## config.mk

```make
export PLATFORM = sky130hd
export DESIGN_NAME = system_clock_config
export DESIGN_NICKNAME = d
export VERILOG_FILES = /design/src/clock_config_pkg.sv /design/src/clock_switch_glitchless.sv /design/src/system_clock_config.sv
export SDC_FILE = /design/constraint.sdc
export NUM_CORES = 1
export LEC_CHECK = 0
export ABC_AREA = 1
export BUFFER_PORTS_ARGS = -buffer_cell sky130_fd_sc_hd__buf_2
export CAP_MARGIN = 20
export CORE_MARGIN = 2
export CORE_UTILIZATION = 59
export CTS_BUF_LIST = sky130_fd_sc_hd__clkbuf_8
export CTS_CLUSTER_SIZE = 8
export DETAILED_ROUTE_END_ITERATION = 16
export PLACE_DENSITY = 0.82
export SLEW_MARGIN = 0
export SYNTH_ARGS = -nofsm -noshare
export SYNTH_HDL_FRONTEND = slang
export SYNTH_SLANG_ARGS = --single-unit
```

## constraint.sdc

```tcl
create_clock -name CLK -period 1.95 [get_ports CLK]
set_input_delay 0.39 -clock CLK [delete_from_list [all_inputs] [get_ports CLK]]
set_output_delay 0.39 -clock CLK [all_outputs]
set_load 0.01 [all_outputs]
```

## src/clock_config_pkg.sv

```systemverilog
// Package of constants for the system clock configuration unit.
package clock_config_pkg;
    // ------------------------------------------------------------
    // Register layout
    // ------------------------------------------------------------
    localparam int CFG_W = 8;
    localparam int BIT_SELF_RESET = 7;
    localparam int BIT_PLL_ENABLE = 6;
    localparam int BIT_OSC_ENABLE = 5;
    localparam int MODE_HI = 4;
    localparam int MODE_LO = 3;
    localparam int SEL_HI = 2;
    localparam int SEL_LO = 0;
    localparam logic [7:0] CFG_RESET = 8'h00;
    // ------------------------------------------------------------
    // Source select codes
    // ------------------------------------------------------------
    localparam logic [2:0] SEL_FAST_RC = 3'h0;
    localparam logic [2:0] SEL_SLOW_RC = 3'h1;
    localparam logic [2:0] SEL_OSC = 3'h2;
    localparam logic [2:0] SEL_PLL1 = 3'h3;
    // ------------------------------------------------------------
    // Oscillator drive modes
    // ------------------------------------------------------------
    localparam logic [1:0] MODE_EXT_IN = 2'h0;
    localparam logic [1:0] MODE_XTAL_LOW = 2'h1;
    localparam logic [1:0] MODE_XTAL_MID = 2'h2;
    localparam logic [1:0] MODE_XTAL_HIGH = 2'h3;
    // ------------------------------------------------------------
    // Timing
    // ------------------------------------------------------------
    localparam int CLK_MHZ = 50;
    localparam int SWITCH_DELAY_US = 75;
    localparam int SWITCH_CYCLES = SWITCH_DELAY_US * CLK_MHZ;
    localparam int PLL_MULT = 16;
    localparam int CNT_W = 16;
endpackage

```

## src/clock_switch_glitchless.sv

```systemverilog
// Glitch-free switch among eight clock enable streams.
`timescale 1ns/1ps
`default_nettype none
module clock_switch_glitchless (
    // Clock and reset
    input wire logic clk,
    input wire logic resetn,
    // Request and sources
    input wire logic [7:0] next_sel,
    input wire logic [7:0] src_tick,
    // Result
    output logic [7:0] cur_sel,
    output logic tick
);
    // ------------------------------------------------------------
    // Selection changes only on a boundary where no pulse leaves.
    // ------------------------------------------------------------
    always_ff @(posedge clk or negedge resetn) begin
        if (!resetn) begin
            cur_sel <= 8'h01;
        end else if (next_sel != cur_sel && !tick) begin
            cur_sel <= next_sel;
        end
    end

    assign tick = |(src_tick & cur_sel) && (next_sel == cur_sel);
endmodule // clock_switch_glitchless
`default_nettype wire

```

## src/system_clock_config.sv

```systemverilog
// System clock configuration register, source mux and reboot logic.
//
// Functional notes
// One source drives system clock, register-chosen.
// Each write stalls clock roughly 75 us.
// Writing bit 7 reboots chip like reset.
// Software keeps bit 7 zero normally.
// Bit 6 enables or disables the PLL.
// PLL multiplies oscillator input by sixteen; the model's taps count CLK steps, not the oscillator input.
// PLL valid only with oscillator enabled too.
// Software waits 100 us before PLL select.
// Bit 5 enables or disables the oscillator.
// Software waits 10 ms for crystal.
// PLL and oscillator may enable together.
// Settled sources switch by select field only.
// Bits 4:3 choose oscillator drive mode.
// Bits 2:0 choose master clock source.
// Software selects sources only when enabled.
// Software stores mode and frequency copies.
// Software prefers the clock set command.
// Delay is cycle count; switching runt-free.
`timescale 1ns/1ps
`default_nettype none
module system_clock_config
    import clock_config_pkg::*;
#(
    parameter int SWITCH_DELAY = clock_config_pkg::SWITCH_CYCLES
) (
    // Clock and reset
    input wire logic CLK,
    input wire logic RESETN,
    // Register write port from the processor
    input wire logic CFG_WE,
    input wire logic [clock_config_pkg::CFG_W-1:0] CFG_WDATA,
    output logic [clock_config_pkg::CFG_W-1:0] CFG_RDATA,
    // Clock source ticks
    input wire logic FAST_RC_TICK,
    input wire logic SLOW_RC_TICK,
    input wire logic OSC_IN_PIN,
    // Oscillator and PLL controls
    output logic OSC_ENABLE,
    output logic [1:0] OSC_DRIVE_MODE,
    output logic PLL_ENABLE,
    output logic PLL_RUN,
    // System clock and status
    output logic SYS_CLK_EN,
    output logic SWITCH_BUSY,
    output logic CHIP_RESET
);
    import clock_config_pkg::*;

    // ------------------------------------------------------------
    // Registers and synchroniser
    // ------------------------------------------------------------
    logic [7:0] cfg;
    logic [CNT_W-1:0] stall;
    logic osc_meta, osc_sync, osc_prev;
    logic osc_tick;
    logic [3:0] pll_phase;
    logic pll_tick;
    logic [7:0] src_tick, next_sel, cur_sel;
    logic mux_tick;

    function automatic logic [7:0] onehot_sel(input logic [2:0] s);
        onehot_sel = 8'h01 << s;
    endfunction

    always_ff @(posedge CLK or negedge RESETN) begin
        if (!RESETN) begin
            cfg <= CFG_RESET;
        end else if (CFG_WE && CFG_WDATA[BIT_SELF_RESET]) begin
            // A reboot leaves the register as a hardware reset would.
            cfg <= CFG_RESET;
        end else if (CFG_WE) begin
            cfg <= {1'b0, CFG_WDATA[6:0]};
        end
    end

    // A write of bit 7 pulses the chip reset; the bit itself never
    // lingers, so the reset cannot latch on.
    always_ff @(posedge CLK or negedge RESETN) begin
        if (!RESETN) begin
            CHIP_RESET <= 1'b0;
        end else begin
            CHIP_RESET <= CFG_WE && CFG_WDATA[BIT_SELF_RESET];
        end
    end

    // ------------------------------------------------------------
    // Transition delay
    // ------------------------------------------------------------
    always_ff @(posedge CLK or negedge RESETN) begin
        if (!RESETN) begin
            stall <= '0;
        end else if (CFG_WE) begin
            stall <= CNT_W'(SWITCH_DELAY);
        end else if (stall != '0) begin
            stall <= stall - CNT_W'(1);
        end
    end
    assign SWITCH_BUSY = (stall != '0);

    always_ff @(posedge CLK or negedge RESETN) begin
        if (!RESETN) begin
            osc_meta <= 1'b0;
            osc_sync <= 1'b0;
            osc_prev <= 1'b0;
        end else begin
            osc_meta <= OSC_IN_PIN;
            osc_sync <= osc_meta;
            osc_prev <= osc_sync;
        end
    end
    // The synchronised oscillator edge is gated by its enable before the source mux sees it.
    assign osc_tick = osc_sync && !osc_prev && cfg[BIT_OSC_ENABLE];

    // ------------------------------------------------------------
    // PLL model: sixteen equal-phase ticks per input period is beyond
    // a fabric clock; here the PLL is a phase counter whose divided
    // taps stand in for the times one to sixteen outputs.
    // ------------------------------------------------------------
    assign PLL_RUN = cfg[BIT_PLL_ENABLE] && cfg[BIT_OSC_ENABLE];
    always_ff @(posedge CLK or negedge RESETN) begin
        if (!RESETN) begin
            pll_phase <= 4'h0;
        end else if (!PLL_RUN) begin
            pll_phase <= 4'h0;
        end else begin
            pll_phase <= pll_phase + 4'h1;
        end
    end
    assign pll_tick = PLL_RUN;

    generate
        for (genvar i = 0; i < 5; i++) begin : g_pll_tap
            // Tap i ticks once every 2**(4-i) PLL steps.
            assign src_tick[3+i] = pll_tick &&
                ((pll_phase & 4'((16 >> i) - 1)) == 4'h0);
        end
    endgenerate
    assign src_tick[0] = FAST_RC_TICK;
    assign src_tick[1] = SLOW_RC_TICK;
    assign src_tick[2] = osc_tick;

    // Selection waits out the stall so sources change with no runt.
    assign next_sel = SWITCH_BUSY ? cur_sel : onehot_sel(cfg[SEL_HI:SEL_LO]);

    clock_switch_glitchless u_switch (
        .clk(CLK),
        .resetn(RESETN),
        .next_sel(next_sel),
        .src_tick(src_tick),
        .cur_sel(cur_sel),
        .tick(mux_tick)
    );

    assign SYS_CLK_EN = mux_tick && !SWITCH_BUSY;
    assign CFG_RDATA = cfg;
    assign OSC_ENABLE = cfg[BIT_OSC_ENABLE];
    assign OSC_DRIVE_MODE = cfg[MODE_HI:MODE_LO];
    assign PLL_ENABLE = cfg[BIT_PLL_ENABLE];
endmodule // system_clock_config
`default_nettype wire

```

==> flow_summary.toml <==
[status]
status = "complete, but fails checks"
violations = "setup timing"

[synth]
synth-seq-area-share_pct = 44.94
ys_warn_count = 0
synth_top_family_by_area = "simple AND/OR/NAND/NOR gates"
syn_nets = 287
synthTopCellsByArea = "dfrtp_1 (44%), inv_1 (7.8%), nand2_1 (7.2%)"
netlist_area_um2 = 2175
synth_top_flop_cell = "dfrtp_1"
synth.area.mux_share_pct = 0
postSynthCellCount = 269
async_reset_ff_share_pct = 100.0
yosys.area_share.simple_pct = 27.45
synth_top_area_share_pct = 43.73
synthXorXnorAreaFrac_pct = 1.208
yosys.area.top_type = "dfrtp_1"
ys_ff_latch = 39
synth_adder_area_share_pct = 2.301
synth-edff-count = 0
synth_compound_area_share_pct = 12.43
avgSynthCellArea_um2 = 8.084
synth.distinct_cells = 34

[global_routing]
grt_use_total_pct = 28.77
grt_overflow_total = 0
grt_pass1_vias = 1964
grt_max_degree = 40
grt_pass1_wl_um = 9142
antenna_found_initial = 0

[power]
irDropWorstVdd_v = 0.0004306
total_leakage_power_uw = 0.001277
p_per_area_nw_per_um2 = 607.8
power_uw = 1615

[detailed_routing]
dr.pass1.iters = 5
drt_iter0_markers = 191
vias = 2018
via_per_inst = 5.514
drt-wirelength-per-cell_um = 14.72
detail-route-antenna-nets = 0
wl_um = 5387
drc = 0

[placed_design]
gp_congestion = 0.9782
io_buffers = 28
dpl_cell_area_um2 = 2392
dp_hpwl_um = 3527

[setup_path]
worstPathCellList = "nor2_2 -> nand2_2 -> nor2_4 -> buf_4 -> nand4_1 -> nand2_1 -> nor2_2 -> nand4_1 -> nor2_1 -> buf_2"
required_ns = 1.56
critPathMaxFanout = 4
crit_arrival_ns = 1.80
critPathKind = "flop to primary output"
setup.worst_path.end_class = "primary output"
crit_path_start_kind = "flop"
critPathBufInv = 2
cpLargestDelayFamily = "simple AND/OR/NAND/NOR gates"
cp_slowest_cell = "dfrtp_1"
cp_slowest_stage_delay_ns = 0.42

[floorplanning]
initial_core_util_pct = 60.31
dieArea_um2 = 4187
die_h_um = 64.71
fp-row-count = 22
die_w_um = 64.71
ios = 30
coreArea_um2 = 3606

[sta]
fin_skew_ns = 0.007648
period_needed_ns = 2.187
worst_pin_slew_ns = 0.5408
relSlewSlack_pct = 63.91
fin_ws_ns = -0.2370
grt_setup_unrepaired = "yes"
drv_slew = 0
timing.fmax_ghz = 0.4572
finalSetupViolCount = 2
finalHoldViolCount = 0
fin_crit_sh_pct = 112.2

[final_layout]
drive_gt1_share_pct = 29.87
fillers = 268
register_area_um2 = 980.9
area_growth_pct = 22.21
nets = 335
fin_area_um2 = 2658
multi_input_area_um2 = 1052
n_antenna_cell = 0

[clocking]
cts_tree = "done"
clk_path_buf_depth = 2
cts.sinks = 39
cts_root_buffer = "clkbuf_8"
clock_latency_ns = 0.30
cts_buffers = 5
htree_levels = 2
path_clk_slew_ns = 0.08
hold_buffers = 0

[flow_run]
drv_cap = 0

[min_path]
min_path_type = "primary input to asynchronous set/reset pin"
==> final cells by class <==
class	count	area share, %
Multi-Input combinational cell	176	39.60
Sequential cell	39	36.91
Timing Repair Buffer	49	11.35
Inverter	46	6.685
Clock buffer	5	2.589
Tap cell	48	2.260
Clock inverter	3	0.6121
==> kinds of logic after synthesis <==
group | Yosys count
other | 1
AOI/OAI and AO/OA | 47
buffers and inverters | 55
adders and majority gates | 4
DFF | 39
and+or+nand+nor | 120
xor gates and xnor gates | 3
==> worst reg2reg max path: cells and delay by family (launching register included) <==
| kind | cells | cell delay (ns) |
|---|---|---|
| AOI/OAI and AO/OA | 1 | 0.12 |
| adders and majority gates | 1 | 0.16 |
| buffers and inverters | 2 | 0.28 |
| DFF | 1 | 0.36 |
| and+or+nand+nor | 8 | 0.75 |
==> cells in the final DEF, fill, tap and decap left out, types with 2 or more instances in the layout <==
| cell type | instances |
|---|---|
| inv_1 | 43 |
| nand2_1 | 40 |
| dfrtp_1 | 35 |
| buf_2 | 28 |
| o21ai_0 | 21 |
| buf_4 | 20 |
| nor2_1 | 18 |
| nand4_1 | 15 |
| nand3_1 | 13 |
| nor2_4 | 11 |
| a21oi_1 | 10 |
| nor2_2 | 6 |
| nor3_1 | 5 |
| clkbuf_8 | 5 |
| nand2_4 | 4 |
| o21bai_1 | 4 |
| dfrtp_2 | 3 |
| nand2_2 | 3 |
| inv_2 | 3 |
| o21ai_1 | 3 |
| ha_1 | 3 |
| nand3_2 | 2 |
| o211ai_1 | 2 |
| a31oi_1 | 2 |
| nor3_2 | 2 |
| xor2_1 | 2 |
==> power by group <==
group / leakage, uW / internal [uW] / switching, uW / total [uW]
clock: 0.0000453 / 245 / 291 / 536
combinational: 0.000746 / 84.4 / 129 / 213
sequential: 0.000486 / 835 / 31.0 / 866
total: 0.00128 / 1160 / 451 / 1620
==> routing by layer <==
layer | GRT usage, % | vias to the layer above | wire length, um
met5 | 0 | - | 0
met1 | 36.07 | 948 | 2159
met3 | 6.597 | 16 | 386
met2 | 48.32 | 89 | 2691
li1 | - | 965 | -
met4 | 10.90 | 0 | 150
==> what timing repair did <==
action                                  CTS  global route
endpoints found under the setup margin    2             2
buffers inserted                          7             3
resized for setup                        24             7
gates cloned                              1             0
pin swaps                                 6             7
==> synth_stat cells (3+ instances only) <==
library cell and number:
a21oi_1 10, buf_4 5, dfrtp_1 38, ha_1 4, inv_1 45, nand2_1 42, nand2_4 4, nand3_1 14
nand4_1 15, nor2_1 26, nor2_2 5, nor2_4 3, nor3_1 7, o21ai_0 21, o21ai_1 3, o21bai_1 4
==> sequential cells by signal (all words and copies together) (netlist names) <==
name / flops
CFG_RDATA: 7
pll_phase: 4
CHIP_RESET: 1
osc_sync: 1
u_switch.cur_sel: 8
osc_prev: 1
osc_meta: 1
stall: 16
==> final timing paths <==
| kind | from | end | slack (ns) | depth (start not counted) |
|---|---|---|---|---|
| max | stall[13] | SYS_CLK_EN | -0.24 | 10 |
| min | RESETN | pll_phase[0] | 0.13 | 2 |
| max reg2reg | stall[1] | stall[14] | 0.20 | 12 |
| min reg2reg | osc_meta | osc_sync | 0.36 | 0 |
| max in group asynchronous | RESETN | CFG_RDATA[1] | 1.44 | 2 |
| min in group CLK | OSC_IN_PIN | osc_meta | 0.20 | 1 |
==> stage by stage <==
stage	setup TNS, ns	hold slack [ns]	worst slack, ns	cells	utilization, %
CTS	-0.1794	0.1550	-0.1669	363	72.31
global placement	-0.02432	0.3351	-0.02432	348	66.34
detailed placement	-0.04106	0.3426	-0.04106	348	66.34
floorplan	0	0.09441	0.08533	269	-
finish	-0.3025	0.1292	-0.2370	366	73.70
global route	-0.4917	0.1736	-0.3442	366	73.70
Note: power is estimated with default switching activity, not from simulation.
